`config.mk`:
```
export PLATFORM = sky130hd
export DESIGN_NAME = sdc_entity_field_parser
export DESIGN_NICKNAME = d
export VERILOG_FILES = /design/src/sdc_parser_pkg.sv /design/src/sdc_entity_field_parser.sv
export SDC_FILE = /design/constraint.sdc
export NUM_CORES = 1
export LEC_CHECK = 0
export ABC_AREA = 1
export BUFFER_PORTS_ARGS = -buffer_cell sky130_fd_sc_hd__clkbuf_2
export CAP_MARGIN = 20
export CORE_ASPECT_RATIO = 1.25
export CORE_MARGIN = 5
export CORE_UTILIZATION = 54
export CTS_CLUSTER_DIAMETER = 50
export DETAILED_ROUTE_END_ITERATION = 10
export GPL_ROUTABILITY_DRIVEN = 1
export PLACE_DENSITY = 0.8
export SYNTH_ARGS = -nofsm -noshare
export SYNTH_HDL_FRONTEND = slang
export SYNTH_SLANG_ARGS = --single-unit
```
`constraint.sdc`:
```
create_clock -name pclk -period 2.65 [get_ports pclk]
set_clock_uncertainty 0.15 [all_clocks]
set_input_delay 0.1325 -clock pclk [delete_from_list [all_inputs] [get_ports pclk]]
set_output_delay 0.1325 -clock pclk [all_outputs]
set_load 0.03 [all_outputs]
```
`src/sdc_parser_pkg.sv`:
```
// package: constants, types and field layouts for the entity parser
package sdc_parser_pkg;

  // ---------------------------------------------------------------------------
  // entity types handled
  // ---------------------------------------------------------------------------
  localparam logic [3:0] ENT_REGION = 4'h7;
  localparam logic [3:0] ENT_TIME = 4'h8;
  localparam logic [3:0] ENT_AUDIO = 4'h9;
  localparam logic [3:0] ENT_CHANNEL = 4'ha;

  // ---------------------------------------------------------------------------
  // register map (byte addresses)
  // ---------------------------------------------------------------------------
  localparam logic [7:0] REG_CTRL = 8'h00;
  localparam logic [7:0] REG_STATUS = 8'h04;
  localparam logic [7:0] REG_REGION0 = 8'h08;
  localparam logic [7:0] REG_REGION1 = 8'h0c;
  localparam logic [7:0] REG_TIME = 8'h10;
  localparam logic [7:0] REG_AUDIO = 8'h14;
  localparam logic [7:0] REG_CHANNEL = 8'h18;
  localparam logic [7:0] REG_ERRORS = 8'h1c;
  localparam logic [7:0] REG_ZONES = 8'h20;
  localparam logic [31:0] CTRL_RESET = 32'h0000_0001;

  // ---------------------------------------------------------------------------
  // limits
  // ---------------------------------------------------------------------------
  localparam int LAT_MIN = -90;
  localparam int LAT_MAX = 90;
  localparam int LON_MIN = -180;
  localparam int LON_MAX = 179;
  localparam int LON_SPAN = 360;
  localparam logic [7:0] ZONE_MIN = 8'h01;
  localparam logic [7:0] ZONE_MAX = 8'h55;
  localparam int ZONE_CNT_MAX = 16;
  localparam int REGION_FIXED_BYTES = 4;
  localparam int BODY_BYTES = 20;

  // ---------------------------------------------------------------------------
  // codes
  // ---------------------------------------------------------------------------
  localparam logic [1:0] CODING_AAC = 2'h0;
  localparam logic [1:0] CODING_CELP = 2'h1;
  localparam logic [1:0] CODING_HVXC = 2'h2;
  localparam logic [1:0] CODING_RSVD = 2'h3;
  localparam logic [1:0] AAC_MODE_RSVD = 2'h3;
  localparam logic [2:0] RATE_LAST_VALID = 3'h3;
  localparam logic [3:0] SERVICES_RSVD_A = 4'hb;
  localparam logic [3:0] SERVICES_RSVD_B = 4'he;

  // error bit positions
  localparam int ERR_REGION_ID = 0;
  localparam int ERR_LAT = 1;
  localparam int ERR_LON = 2;
  localparam int ERR_LAT_SPAN = 3;
  localparam int ERR_ZONE = 4;
  localparam int ERR_ZONE_CNT = 5;
  localparam int ERR_CODING = 6;
  localparam int ERR_AUDIO_MODE = 7;
  localparam int ERR_RATE = 8;
  localparam int ERR_AUDIO_RSVD = 9;
  localparam int ERR_SERVICES = 10;
  localparam int ERR_CHAN_RSVD = 11;
  localparam int ERR_BITS = 12;

  typedef enum logic [1:0] {
    IL_LONG,
    IL_SHORT
  } interleave_t;

  typedef struct packed {
    logic [3:0] id;
    logic signed [7:0] lat;
    logic signed [8:0] lon;
    logic [6:0] lat_ext;
    logic [7:0] lon_ext;
    logic signed [8:0] lon_east;
    logic signed [8:0] lat_north;
    logic [4:0] zone_cnt;
  } region_t;

  typedef struct packed {
    logic [16:0] mjd;
    logic [4:0] hour;
    logic [5:0] minute;
  } time_t;

  typedef struct packed {
    logic [1:0] short_id;
    logic [1:0] stream_id;
    logic [1:0] coding;
    logic sbr;
    logic [1:0] mode;
    logic [2:0] rate;
    logic text;
    logic enh;
    logic [4:0] coder;
    logic rsvd;
    logic speech_crc_enable;
    logic hvxc_rate_4k;
    logic sbr_header_present;
    logic [4:0] speech_rate_index;
    logic [3:0] sbr_preset;
  } audio_t;

  typedef struct packed {
    logic layer;
    logic [1:0] robustness;
    logic [3:0] occupancy;
    logic interleave;
    logic [1:0] main_mod;
    logic desc_mod;
    logic [3:0] services;
    logic [4:0] rsvd;
    logic stop_notice;
  } channel_t;

endpackage

```
`src/sdc_entity_field_parser.sv`:
```
// entity body parser for region, time, audio and channel parameter entities
//
// Operation
// - region body: id 4, lat 8, lon 9, lat ext 7, lon ext 8, zones; id zero illegal
// - latitude is signed southern edge, legal from -90 to +90
// - longitude is signed western edge, legal from -180 to +179
// - eastern bound may pass +179 and wraps into negative longitudes
// - zero to sixteen zone bytes, each legal from 1 to 85
// - zone count equals header length minus four
// - area and zones together mean the intersection of both
// - time body: 17-bit date, 5-bit hour, 6-bit minute
// - audio body layout from short id down to one reserved bit
// - coding 00 AAC, 01 CELP, 10 HVXC, 11 reserved
// - audio mode meaning depends on coding: stereo mode, crc, rate bits
// - sampling codes 000..011 are 8/12/16/24 kHz, rest reserved
// - coder field: reserved, speech rate index, or header flag plus preset
// - header flag 0 picks predefined extension setup, 1 uses carried header
// - channel body layout: layer, robustness, occupancy ... reserved bits
// - robustness 00..11 maps A..D; interleave flag long 2 s or short 400 ms
// - main modulation four codes; description bit 16-QAM or 4-QAM
// - service count 1011 and 1110 reserved
// - channel entity with length zero and first four bits zero means stop
//
// The APB slave port and the address map were decided locally.
`timescale 1ns/10ps

module sdc_entity_field_parser (
  // clock and reset
  input wire logic pclk,
  input wire logic presetn,
  // apb slave
  input wire logic psel,
  input wire logic penable,
  input wire logic pwrite,
  input wire logic [7:0] paddr,
  input wire logic [31:0] pwdata,
  output logic [31:0] prdata,
  output logic pready,
  output logic pslverr,
  // entity body from demultiplexer, bytes msb-first packed at top
  input wire logic body_valid,
  input wire logic [3:0] body_type,
  input wire logic [6:0] body_len,
  input wire logic [159:0] body_data,
  // decoded results
  output logic fields_valid,
  output logic [3:0] fields_type,
  output logic fields_error,
  output logic stop_notice,
  output sdc_parser_pkg::region_t region_out,
  output sdc_parser_pkg::time_t time_out,
  output sdc_parser_pkg::audio_t audio_out,
  output sdc_parser_pkg::channel_t channel_out
);

  // ---------------------------------------------------------------------------
  // helper functions
  // ---------------------------------------------------------------------------
  // zone byte range check
  function automatic logic zone_bad(input logic [7:0] z);
    zone_bad = (z < sdc_parser_pkg::ZONE_MIN) || (z > sdc_parser_pkg::ZONE_MAX);
  endfunction

  // signed range check on 10-bit value
  function automatic logic out_of(input logic signed [9:0] v, input int lo, input int hi);
    out_of = (int'(v) < lo) || (int'(v) > hi);
  endfunction

  // ---------------------------------------------------------------------------
  // registers
  // ---------------------------------------------------------------------------
  logic enable_ff;
  logic [31:0] prdata_ff;
  logic pready_ff;
  logic pslverr_ff;
  logic fields_valid_ff;
  logic [3:0] fields_type_ff;
  logic fields_error_ff;
  logic stop_ff;
  logic [15:0] entity_cnt_ff;
  logic [sdc_parser_pkg::ERR_BITS-1:0] err_ff;
  sdc_parser_pkg::region_t region_ff;
  sdc_parser_pkg::time_t time_ff;
  sdc_parser_pkg::audio_t audio_ff;
  sdc_parser_pkg::channel_t channel_ff;
  logic [7:0] zones_ff [sdc_parser_pkg::ZONE_CNT_MAX];

  // ---------------------------------------------------------------------------
  // region decode
  // ---------------------------------------------------------------------------
  sdc_parser_pkg::region_t nxt_region;
  logic [sdc_parser_pkg::ERR_BITS-1:0] reg_err;
  logic signed [9:0] east_raw;
  logic signed [9:0] north_raw;
  logic [6:0] zone_cnt_raw;

  // field extraction, wrap and limits
  always_comb begin
    nxt_region.id = body_data[159:156];
    nxt_region.lat = body_data[155:148];
    nxt_region.lon = body_data[147:139];
    nxt_region.lat_ext = body_data[138:132];
    nxt_region.lon_ext = body_data[131:124];
    zone_cnt_raw = body_len - 7'(sdc_parser_pkg::REGION_FIXED_BYTES);
    nxt_region.zone_cnt = zone_cnt_raw[4:0];
    north_raw = 10'(nxt_region.lat) + 10'(signed'({1'b0, nxt_region.lat_ext}));
    nxt_region.lat_north = north_raw[8:0];
    east_raw = 10'(nxt_region.lon) + 10'(signed'({1'b0, nxt_region.lon_ext}));
    if (int'(east_raw) > sdc_parser_pkg::LON_MAX) begin
      east_raw = east_raw - 10'(sdc_parser_pkg::LON_SPAN);
    end
    nxt_region.lon_east = east_raw[8:0];
    reg_err = '0;
    reg_err[sdc_parser_pkg::ERR_REGION_ID] = (nxt_region.id == 4'h0);
    reg_err[sdc_parser_pkg::ERR_LAT] = out_of(10'(nxt_region.lat), sdc_parser_pkg::LAT_MIN,
                                              sdc_parser_pkg::LAT_MAX);
    reg_err[sdc_parser_pkg::ERR_LON] = out_of(10'(nxt_region.lon), sdc_parser_pkg::LON_MIN,
                                              sdc_parser_pkg::LON_MAX);
    reg_err[sdc_parser_pkg::ERR_LAT_SPAN] = (int'(north_raw) > sdc_parser_pkg::LAT_MAX);
    reg_err[sdc_parser_pkg::ERR_ZONE_CNT] = (body_len < 7'(sdc_parser_pkg::REGION_FIXED_BYTES)) ||
                                            (zone_cnt_raw > 7'(sdc_parser_pkg::ZONE_CNT_MAX));
    for (int i = 0; i < sdc_parser_pkg::ZONE_CNT_MAX; i++) begin
      if ((i < int'(zone_cnt_raw)) && zone_bad(body_data[123-8*i -: 8])) begin
        reg_err[sdc_parser_pkg::ERR_ZONE] = 1'b1;
      end
    end
  end

  // ---------------------------------------------------------------------------
  // time decode
  // ---------------------------------------------------------------------------
  sdc_parser_pkg::time_t nxt_time;

  // date, hour, minute split
  always_comb begin
    nxt_time.mjd = body_data[159:143];
    nxt_time.hour = body_data[142:138];
    nxt_time.minute = body_data[137:132];
  end

  // ---------------------------------------------------------------------------
  // audio decode
  // ---------------------------------------------------------------------------
  sdc_parser_pkg::audio_t nxt_audio;
  logic [sdc_parser_pkg::ERR_BITS-1:0] aud_err;

  // raw fields and coding-dependent meanings
  always_comb begin
    nxt_audio = '0;
    aud_err = '0;
    nxt_audio.short_id = body_data[159:158];
    nxt_audio.stream_id = body_data[157:156];
    nxt_audio.coding = body_data[155:154];
    nxt_audio.sbr = body_data[153];
    nxt_audio.mode = body_data[152:151];
    nxt_audio.rate = body_data[150:148];
    nxt_audio.text = body_data[147];
    nxt_audio.enh = body_data[146];
    nxt_audio.coder = body_data[145:141];
    nxt_audio.rsvd = body_data[140];
    aud_err[sdc_parser_pkg::ERR_RATE] = (nxt_audio.rate > sdc_parser_pkg::RATE_LAST_VALID);
    aud_err[sdc_parser_pkg::ERR_AUDIO_RSVD] = nxt_audio.rsvd;
    unique case (nxt_audio.coding)
      sdc_parser_pkg::CODING_AAC: begin
        aud_err[sdc_parser_pkg::ERR_AUDIO_MODE] = (nxt_audio.mode == sdc_parser_pkg::AAC_MODE_RSVD);
        aud_err[sdc_parser_pkg::ERR_AUDIO_RSVD] = nxt_audio.rsvd || (nxt_audio.coder != 5'h0_0);
      end
      sdc_parser_pkg::CODING_CELP: begin
        nxt_audio.speech_crc_enable = nxt_audio.mode[0];
        nxt_audio.sbr_header_present = nxt_audio.sbr & nxt_audio.mode[1];
        nxt_audio.speech_rate_index = nxt_audio.coder;
        if (!nxt_audio.sbr && nxt_audio.mode[1]) begin
          aud_err[sdc_parser_pkg::ERR_AUDIO_RSVD] = 1'b1;
        end
      end
      sdc_parser_pkg::CODING_HVXC: begin
        nxt_audio.hvxc_rate_4k = nxt_audio.mode[1];
        nxt_audio.speech_crc_enable = nxt_audio.mode[0];
        if (nxt_audio.sbr) begin
          nxt_audio.sbr_header_present = nxt_audio.coder[4];
          nxt_audio.sbr_preset = nxt_audio.coder[4] ? 4'h0 : nxt_audio.coder[3:0];
          if (nxt_audio.coder[4] && (nxt_audio.coder[3:0] != 4'h0)) begin
            aud_err[sdc_parser_pkg::ERR_AUDIO_RSVD] = 1'b1;
          end
        end else if (nxt_audio.coder != 5'h0_0) begin
          aud_err[sdc_parser_pkg::ERR_AUDIO_RSVD] = 1'b1;
        end
      end
      sdc_parser_pkg::CODING_RSVD: begin
        aud_err[sdc_parser_pkg::ERR_CODING] = 1'b1;
      end
    endcase
  end

  // ---------------------------------------------------------------------------
  // channel parameter decode
  // ---------------------------------------------------------------------------
  sdc_parser_pkg::channel_t nxt_channel;
  logic [sdc_parser_pkg::ERR_BITS-1:0] chan_err;

  // fields, stop notice and reserved codes
  always_comb begin
    nxt_channel.layer = body_data[159];
    nxt_channel.robustness = body_data[158:157];
    nxt_channel.occupancy = body_data[156:153];
    nxt_channel.interleave = body_data[152];
    nxt_channel.main_mod = body_data[151:150];
    nxt_channel.desc_mod = body_data[149];
    nxt_channel.services = body_data[148:145];
    nxt_channel.rsvd = body_data[144:140];
    nxt_channel.stop_notice = (body_len == 7'h0_0) && (body_data[159:156] == 4'h0);
    chan_err = '0;
    chan_err[sdc_parser_pkg::ERR_SERVICES] = !nxt_channel.stop_notice &&
      ((nxt_channel.services == sdc_parser_pkg::SERVICES_RSVD_A) ||
       (nxt_channel.services == sdc_parser_pkg::SERVICES_RSVD_B));
    chan_err[sdc_parser_pkg::ERR_CHAN_RSVD] = !nxt_channel.stop_notice && (nxt_channel.rsvd != 5'h0_0);
  end

  // ---------------------------------------------------------------------------
  // capture of parsed entities
  // ---------------------------------------------------------------------------
  logic accept;
  assign accept = body_valid && enable_ff;

  // result strobe and error summary
  always_ff @(posedge pclk or negedge presetn) begin
    if (!presetn) begin
      fields_valid_ff <= 1'b0;
      fields_type_ff <= 4'h0;
      fields_error_ff <= 1'b0;
      err_ff <= '0;
    end else begin
      fields_valid_ff <= 1'b0;
      if (accept) begin
        fields_valid_ff <= 1'b1;
        fields_type_ff <= body_type;
        unique case (body_type)
          sdc_parser_pkg::ENT_REGION: begin
            err_ff <= reg_err;
            fields_error_ff <= |reg_err;
          end
          sdc_parser_pkg::ENT_AUDIO: begin
            err_ff <= aud_err;
            fields_error_ff <= |aud_err;
          end
          sdc_parser_pkg::ENT_CHANNEL: begin
            err_ff <= chan_err;
            fields_error_ff <= |chan_err;
          end
          default: begin
            err_ff <= '0;
            fields_error_ff <= 1'b0;
          end
        endcase
      end
    end
  end

  // per-entity field holding; zones kept for intersection downstream
  always_ff @(posedge pclk or negedge presetn) begin
    if (!presetn) begin
      region_ff <= '0;
      time_ff <= '0;
      audio_ff <= '0;
      channel_ff <= '0;
      stop_ff <= 1'b0;
      for (int i = 0; i < sdc_parser_pkg::ZONE_CNT_MAX; i++) begin
        zones_ff[i] <= 8'h00;
      end
    end else if (accept) begin
      if (body_type == sdc_parser_pkg::ENT_REGION) begin
        region_ff <= nxt_region;
        for (int i = 0; i < sdc_parser_pkg::ZONE_CNT_MAX; i++) begin
          // unused slots zero so downstream treats them as absent
          zones_ff[i] <= (i < int'(nxt_region.zone_cnt)) ? body_data[123-8*i -: 8] : 8'h00;
        end
      end
      if (body_type == sdc_parser_pkg::ENT_TIME) begin
        time_ff <= nxt_time;
      end
      if (body_type == sdc_parser_pkg::ENT_AUDIO) begin
        audio_ff <= nxt_audio;
      end
      if (body_type == sdc_parser_pkg::ENT_CHANNEL) begin
        channel_ff <= nxt_channel;
        stop_ff <= nxt_channel.stop_notice;
      end
    end
  end

  // count of accepted entities
  always_ff @(posedge pclk or negedge presetn) begin
    if (!presetn) begin
      entity_cnt_ff <= 16'h0000;
    end else if (accept) begin
      entity_cnt_ff <= entity_cnt_ff + 16'h0001;
    end
  end

  // ---------------------------------------------------------------------------
  // apb slave: one wait-free access phase
  // ---------------------------------------------------------------------------
  logic [31:0] rd_mux;
  logic addr_ok;
  logic [3:0] zone_idx;
  assign zone_idx = paddr[5:2];

  // read mux and decode
  always_comb begin
    rd_mux = 32'h0000_0000;
    addr_ok = 1'b1;
    if (paddr >= sdc_parser_pkg::REG_ZONES) begin
      addr_ok = (paddr[1:0] == 2'h0) && (paddr < sdc_parser_pkg::REG_ZONES + 8'h40);
      rd_mux = {24'h00_0000, zones_ff[zone_idx - 4'h8]};
    end else begin
      unique case (paddr)
        sdc_parser_pkg::REG_CTRL: rd_mux = {31'h0000_0000, enable_ff};
        sdc_parser_pkg::REG_STATUS: rd_mux = {entity_cnt_ff, 10'h000, stop_ff, fields_error_ff, fields_type_ff};
        sdc_parser_pkg::REG_REGION0: rd_mux = {region_ff.id, region_ff.lat, region_ff.lon,
                                               region_ff.lat_ext, region_ff.zone_cnt[3:0]};
        sdc_parser_pkg::REG_REGION1: rd_mux = {6'h00, region_ff.zone_cnt, region_ff.lon_ext,
                                               region_ff.lon_east, region_ff.lat_north[3:0]};
        sdc_parser_pkg::REG_TIME: rd_mux = {4'h0, time_ff};
        sdc_parser_pkg::REG_AUDIO: rd_mux = {12'h000, audio_ff.short_id, audio_ff.stream_id, audio_ff.coding,
                                             audio_ff.sbr, audio_ff.mode, audio_ff.rate, audio_ff.text,
                                             audio_ff.enh, audio_ff.coder, audio_ff.rsvd};
        sdc_parser_pkg::REG_CHANNEL: rd_mux = {11'h000, channel_ff};
        sdc_parser_pkg::REG_ERRORS: rd_mux = {20'h0_0000, err_ff};
        default: addr_ok = 1'b0;
      endcase
    end
  end

  // ready, error and read data
  always_ff @(posedge pclk or negedge presetn) begin
    if (!presetn) begin
      pready_ff <= 1'b0;
      pslverr_ff <= 1'b0;
      prdata_ff <= 32'h0000_0000;
    end else begin
      pready_ff <= psel && !penable;
      pslverr_ff <= psel && !penable && !addr_ok;
      prdata_ff <= (psel && !penable && !pwrite && addr_ok) ? rd_mux : 32'h0000_0000;
    end
  end

  // control register write at end of access
  always_ff @(posedge pclk or negedge presetn) begin
    if (!presetn) begin
      enable_ff <= sdc_parser_pkg::CTRL_RESET[0];
    end else if (psel && penable && pready_ff && pwrite && (paddr == sdc_parser_pkg::REG_CTRL)) begin
      enable_ff <= pwdata[0];
    end
  end

  // ---------------------------------------------------------------------------
  // outputs
  // ---------------------------------------------------------------------------
  assign prdata = prdata_ff;
  assign pready = pready_ff;
  assign pslverr = pslverr_ff;
  assign fields_valid = fields_valid_ff;
  assign fields_type = fields_type_ff;
  assign fields_error = fields_error_ff;
  assign stop_notice = stop_ff;
  assign region_out = region_ff;
  assign time_out = time_ff;
  assign audio_out = audio_ff;
  assign channel_out = channel_ff;

  // ---------------------------------------------------------------------------
  // checks
  // ---------------------------------------------------------------------------
  region_id_err_a: assert property (@(posedge pclk) disable iff (!presetn)
    accept && body_type == sdc_parser_pkg::ENT_REGION && body_data[159:156] == 4'h0 |=> fields_error)
    else $error("zero region id not flagged");

  lat_range_a: assert property (@(posedge pclk) disable iff (!presetn)
    accept && body_type == sdc_parser_pkg::ENT_REGION && $signed(body_data[155:148]) > 8'sd90
    |=> err_ff[sdc_parser_pkg::ERR_LAT])
    else $error("latitude above limit not flagged");

  lon_range_a: assert property (@(posedge pclk) disable iff (!presetn)
    accept && body_type == sdc_parser_pkg::ENT_REGION && $signed(body_data[147:139]) < -9'sd180
    |=> err_ff[sdc_parser_pkg::ERR_LON])
    else $error("longitude below limit not flagged");

  east_wrap_a: assert property (@(posedge pclk) disable iff (!presetn)
    fields_valid && fields_type == sdc_parser_pkg::ENT_REGION |->
    (region_out.lon_east >= -9'sd180 && region_out.lon_east <= 9'sd179 || region_out.lon > 9'sd179 ||
     region_out.lon < -9'sd180))
    else $error("eastern bound not wrapped");

  zone_count_a: assert property (@(posedge pclk) disable iff (!presetn)
    accept && body_type == sdc_parser_pkg::ENT_REGION |=> region_out.zone_cnt == 5'($past(body_len) - 7'd4))
    else $error("zone count wrong");

  time_split_a: assert property (@(posedge pclk) disable iff (!presetn)
    accept && body_type == sdc_parser_pkg::ENT_TIME |=> time_out.minute == $past(body_data[137:132]))
    else $error("minute field wrong");

  coding_rsvd_a: assert property (@(posedge pclk) disable iff (!presetn)
    accept && body_type == sdc_parser_pkg::ENT_AUDIO && body_data[155:154] == 2'h3 |=> fields_error)
    else $error("reserved coding not flagged");

  rate_rsvd_a: assert property (@(posedge pclk) disable iff (!presetn)
    accept && body_type == sdc_parser_pkg::ENT_AUDIO && body_data[150] |=> err_ff[sdc_parser_pkg::ERR_RATE])
    else $error("reserved rate not flagged");

  stop_detect_a: assert property (@(posedge pclk) disable iff (!presetn)
    accept && body_type == sdc_parser_pkg::ENT_CHANNEL && body_len == 7'd0 && body_data[159:156] == 4'h0
    |=> stop_notice)
    else $error("stop notice missed");

  services_rsvd_a: assert property (@(posedge pclk) disable iff (!presetn)
    accept && body_type == sdc_parser_pkg::ENT_CHANNEL && body_len != 7'd0 && body_data[148:145] == 4'hb
    |=> fields_error)
    else $error("reserved service code not flagged");

endmodule

```
======== Word level (Yosys, flattened, before mapping) ========
Cells that the tools add are included.
storage, ports and cells
  bits in registers ....................... 337
  input port bits ......................... 217
  output and inout bits ................... 181
cells by class
  add/sub/neg operators ................... 6
  magnitude comparators ................... 73
  equal/unequal tests ..................... 17
  muxes and demuxes ....................... 58
  bitwise gates (word level) .............. 2
  reductions and logical operators ........ 72
operator list
  kind                   number
  $pmux 32 s8            1
  $mux 8                 18
  $gt 8x7->1 const B     15
  $lt 8x1->1 const B     15
  $mux 32                2
  $lt 4x7->1 const A     7
  $lt 4x5->1 const A     8
  $pmux 12 s3            1
  $bmux 8 s4             1
  $eq 8x5->1 const B     4
  $logic_and 1x1->1      30
  $lt 3x7->1 const A     4
  $mux 1                 27
  $eq 4x4->1 const B     5
  $logic_or 1x1->1       20
  $lt 3x5->1 const A     4
  $add 16x1->16 const B  1
  $eq 8x4->1 const B     2
  $lt 1x7->1 const A     2
  $lt 2x7->1 const A     2
  $mux 4                 3
  $add 9x9->10           1
  $gt 10x9->1 const B    1
  $lt 1x5->1 const A     2
  38 further kinds       52

======== Longest topological paths before layout ========
  depth in word-level cells ............... 20
  mapped depth ............................ 18
  depth with buffers taken out ............ 17

======== Worst setup path after synthesis ========
No wires, ideal clock.
  path kind ............................... input to register
  from .................................... input body_data[124]
  to ...................................... register region_ff, in the netlist region_out[17]
  library setup time ...................... 126 ps
  arrival ................................. 1787 ps
  required time ........................... 2374 ps
  setup slack ............................. 587 ps
  stages on the path ...................... 13
  path through ............................ ha_1 fa_1 a31oi_1 xor2_1 nor2_1 nand2_1 nand2_1 nand2_1 nand2_2 nand2_1 nand2_1 nand3_1 o21ai_1
on the way
  word-level cells in the longest chain between the ends .. 3
  elaborated cells on any way between the ends .. 4
RTL lines
  element                                            line                                                            text
  from (decl)                                        sdc_entity_field_parser.sv:44                                   input wire logic [159:0] body_data,
  $add 9x9->10 *                                     sdc_entity_field_parser.sv:108                                  east_raw = 10'(nxt_region.lon) + 10'(signed'({1'b0, nxt_region.lon_ext}));
  $sub 9x9->9 / $gt 10x9->1 (equally long branches)  sdc_entity_field_parser.sv:110, sdc_entity_field_parser.sv:109
  $mux 9 *                                           sdc_entity_field_parser.sv:109                                  if (int'(east_raw) > sdc_parser_pkg::LON_MAX) begin
  to (signal assigned)                               sdc_entity_field_parser.sv:272                                  region_ff <= nxt_region;
  to (decl)                                          sdc_entity_field_parser.sv:82                                   sdc_parser_pkg::region_t region_ff;
Every way passes the cells marked *; elsewhere a longest branch is shown, timed or not.
A chain may end at the register's enable or synchronous reset.

======== Final worst setup path ========
  from .................................... input body_data[149]
  to ...................................... register fields_error_ff (netlist: fields_error)
on the way
  word-level cells in the longest chain between the ends .. 4
  elaborated cells on any way between the ends .. 9
RTL lines
  element                                                line                                                           text
  $add 8x8->9 (tied with other cells)                    sdc_entity_field_parser.sv:106                                 north_raw = 10'(nxt_region.lat) + 10'(signed'({1'b0, nxt_region.lat_ext}));
  $gt 9x8->1 / $logic_or 1x1->1 (equally long branches)  sdc_entity_field_parser.sv:119, sdc_entity_field_parser.sv:66
  $reduce_or 6->1                                        sdc_entity_field_parser.sv:240                                 fields_error_ff <= |reg_err;
  $pmux 1 s3 *                                           sdc_entity_field_parser.sv:237                                 unique case (body_type)
  to (signal assigned)                                   sdc_entity_field_parser.sv:240
  to (signal assigned)                                   sdc_entity_field_parser.sv:244                                 fields_error_ff <= |aud_err;
  to (signal assigned)                                   sdc_entity_field_parser.sv:248                                 fields_error_ff <= |chan_err;
  to (decl)                                              sdc_entity_field_parser.sv:78                                  logic fields_error_ff;
Marks and branches as above.

==> results.md <==
* Max-Slew Margin vs Limit at 0.346
* First-pass GRT wire length at 104,000 um
* Synth Instances at a little over 2,000
* Final ANT Viol Nets at 0
* Total number of vias at 18,100
* Dpl ws at approximately 0.19 ns
* Post-synth top area cell: dfrtp_1
* Register area share after synthesis at 0.504
* Synth Flop Type: dfrtp_1
* Setup_tns at 0 ns
* YS warnings at 0
* Hold_ws at roughly 0.034 ns
* Max VDD drop at around 0.44 mV
* Initial Util at 0.547
* GRT Residual Overflow at 0
* Top post-synthesis cells by area: dfrtp_1 (50%), nand2_1 (14%), o21ai_0 (6.4%)
* Async SR Flop Fraction at 1.00
* Largest net degree at the start of global routing at 160
* Arrival @ worst endpoint at 2.79 ns
* Top Ports at 398
* Rows at 71
* Fin crit share at 0.938
* Placed cell area at 0.0191 mm2
* Cell area after layout at 0.0222 mm2
* Commonest non-fill, non-tap cell in the layout: nand2_1
* Dpl cells at approximately 2,800
* Clk sink count at around 330
* Placeable Area at a little over 0.03 mm2
* Post-synth EDFFs at 0
* Mean Syn Cell Area at 8.06 um2
* Hold WC Path Type: in2reg
* Post-route DRC violation count at 0
* Clock buffer count from CTS at 36
* Clk pin slew, worst setup/hold paths at 0.06 ns
* Vias in the first global route at 18,100
* Port bufs at 366
* Routability cong. at roughly 1.0
* Data required, critical path at around 3 ns
* Total power at around 12 mW
* Worst Path Class, Setup: in2reg
* Clock root buffer: clkbuf_16
* Yosys top cell area share at 0.503
* Die area at 0.0342 mm2
* Routed wire length at around 68,000 um
* Die W at between 150 and 200 um
* Core Util, Final at 0.734
* Internal power at 8.75 mW
* Fin. Hold Viols at 0
* Mapped Area at roughly 0.017 mm2
* Cell variety after synth at 47
* Max-slew violation count at 0
* Layout area overhead at 34.1%
* Via density at just under 6
* Share of cells above drive strength 1 at 0.199
* Least-Margin Pin Slew at 0.971 ns
* Routed len/inst at between 20 and 25 um
* Switching Power at between 3 and 4 mW
* Initial antenna violation count at 4
* Syn nets at 2,292
* Setup crit end kind: flop
* Fin nets at ~2,900
* Final number of setup-violating endpoints at 0
* GRT Total Usage at 0.391
* Clock Power Share at 0.437
* Clk Latency, worst-skew pair at 0.52 ns
* Max Fanout on Critical Path at 6
* Chip height at around 200 um
* Setup WS post-layout at about 0.17 ns
* Final worst path period need at around 2.5 ns
* CTS tree: done
* Power per cell area at around 530 mW/mm2
* Most frequent cells in the layout: nand2_1 (636), clkbuf_2 (364), dfrtp_1 (332)
* Switching Fraction at 0.256
* Sequential share of power at 0.436
* Max Freq at 402 MHz
* Logic pwr share at 0.127
* RSZ-0062 raised after global routing: yes
* Max Cap Violations at 0
* Final Non-Filler Cells at a little over 3,000
* Status: finished clean
* Yosys reg bits at about 330
* Post-detail-place hpwl at roughly 48,000 um
* H-tree depth at 2
* DRT iter0 DRCs at around 2,200
* First-pass DRT Iterations at 7
* Type of origin of the critical path: primary input
* Static Leak at around 11 nW
* Clock Tree Buf Depth at 3
## layout make-up
cell class	instances	area [um2]
Antenna cell	5	12.5
Clock buffer	51	1060
Clock inverter	12	145
Fill cell	2180	8040
Inverter	202	767
Multi-Input combinational cell	1425	7080
Sequential cell	333	8330
Tap cell	401	502
Timing Repair Buffer	614	4260
## worst paths after layout
kind / cells past startpoint / from / slack, ns / to
worst max-delay path: 16 / body_data[149] / 0.17 / fields_error
worst min-delay path: 4 / body_data[145] / 0.03 / audio_out[17]
worst max register to register: 6 / enable_ff / 0.22 / zones_ff[86]
worst min register to register: 1 / entity_cnt_ff[15] / 0.33 / entity_cnt_ff[15]
max in group asynchronous: 3 / presetn / 1.41 / region_out[12]
min in group asynchronous: 2 / presetn / 0.05 / audio_out[24]
## cells by family (layout without fill, tap and decap cells)
logic type | Yosys count | in the layout | synth area share
compound gates | 436 | 436 | 0.158
xor+xnor | 21 | 21 | 0.0111
fa+ha+maj | 25 | 25 | 0.0198
buf+inv | 292 | 879 | 0.0689
flops | 333 | 333 | 0.504
mux | 1 | 1 | 0.000606
other cells | 0 | 5 | 0
simple gates | 942 | 942 | 0.237
## flip-flops by register name (all words and copies together) (netlist names)
signal and count:
fields_valid 1, entity_cnt_ff 16, fields_type 4, enable_ff 1
region_out 59, pslverr 1, time_out 28, channel_out 21
audio_out 32, zones_ff 124, prdata 32, err_ff 12
pready 1, fields_error 1
## Yosys cell counts (2+ instances only)
cell type,instances
nand2_1,636
dfrtp_1,332
o21ai_0,210
inv_1,192
nand3_1,132
nor2_1,97
clkbuf_1,69
o22ai_1,53
a21oi_1,45
o31ai_1,30
a221oi_1,27
nor3_1,25
ha_1,23
nand4_1,22
a31oi_1,16
nand3b_1,16
o211ai_1,15
xor2_1,14
buf_2,13
o2111ai_1,11
a22o_1,8
inv_2,7
xnor2_1,7
buf_1,4
o21ai_1,4
o311ai_0,4
a21oi_2,3
buf_6,3
clkinv_1,3
nor2_2,3
o221ai_1,3
or2_2,3
a211o_1,2
fa_1,2
nand2_2,2
o21bai_1,2
or2_1,2
## critical path: stages
cell,delay [ns]
dlygate4sd3_1,0.56
clkbuf_2,0.16
inv_1,0.25
fa_1,0.49
or2_2,0.30
nand2_1,0.07
nand3_1,0.09
o21ai_0,0.15
nand2_1,0.07
nand2_1,0.06
nand2_1,0.10
nand4_1,0.14
nand2_1,0.07
nand2_1,0.05
nand2_1,0.05
nand2_1,0.06
## per-layer routing
| layer | GRT usage | vias to the layer above | wire, um |
|---|---|---|---|
| met2 | 0.661 | 1301 | 32700 |
| met4 | 0.279 | 0 | 5990 |
| met1 | 0.447 | 8458 | 23500 |
| met5 | 0 | - | 0 |
| li1 | - | 7994 | - |
| met3 | 0.0772 | 304 | 6200 |
## what timing repair did
item | CTS | global route
hold buffers | 176 | 0
resized for setup | 0 | 9
setup endpoints to repair | 0 | 11
buffers inserted | 0 | 2
hold endpoints to repair | 486 | 0
## power groups by stage
stage / Combinational (mW) / Clock [mW] / Sequential (mW)
CTS: 1.42 / 5.14 / 5.13
finish: 1.49 / 5.14 / 5.13
global route: 1.61 / 5.34 / 5.13
floorplan: 0.569 / 0 / 5.23
detailed placement: 1.21 / 0 / 5.22
global placement: 1.20 / 0 / 5.22
(Power assumes the default switching activity.)
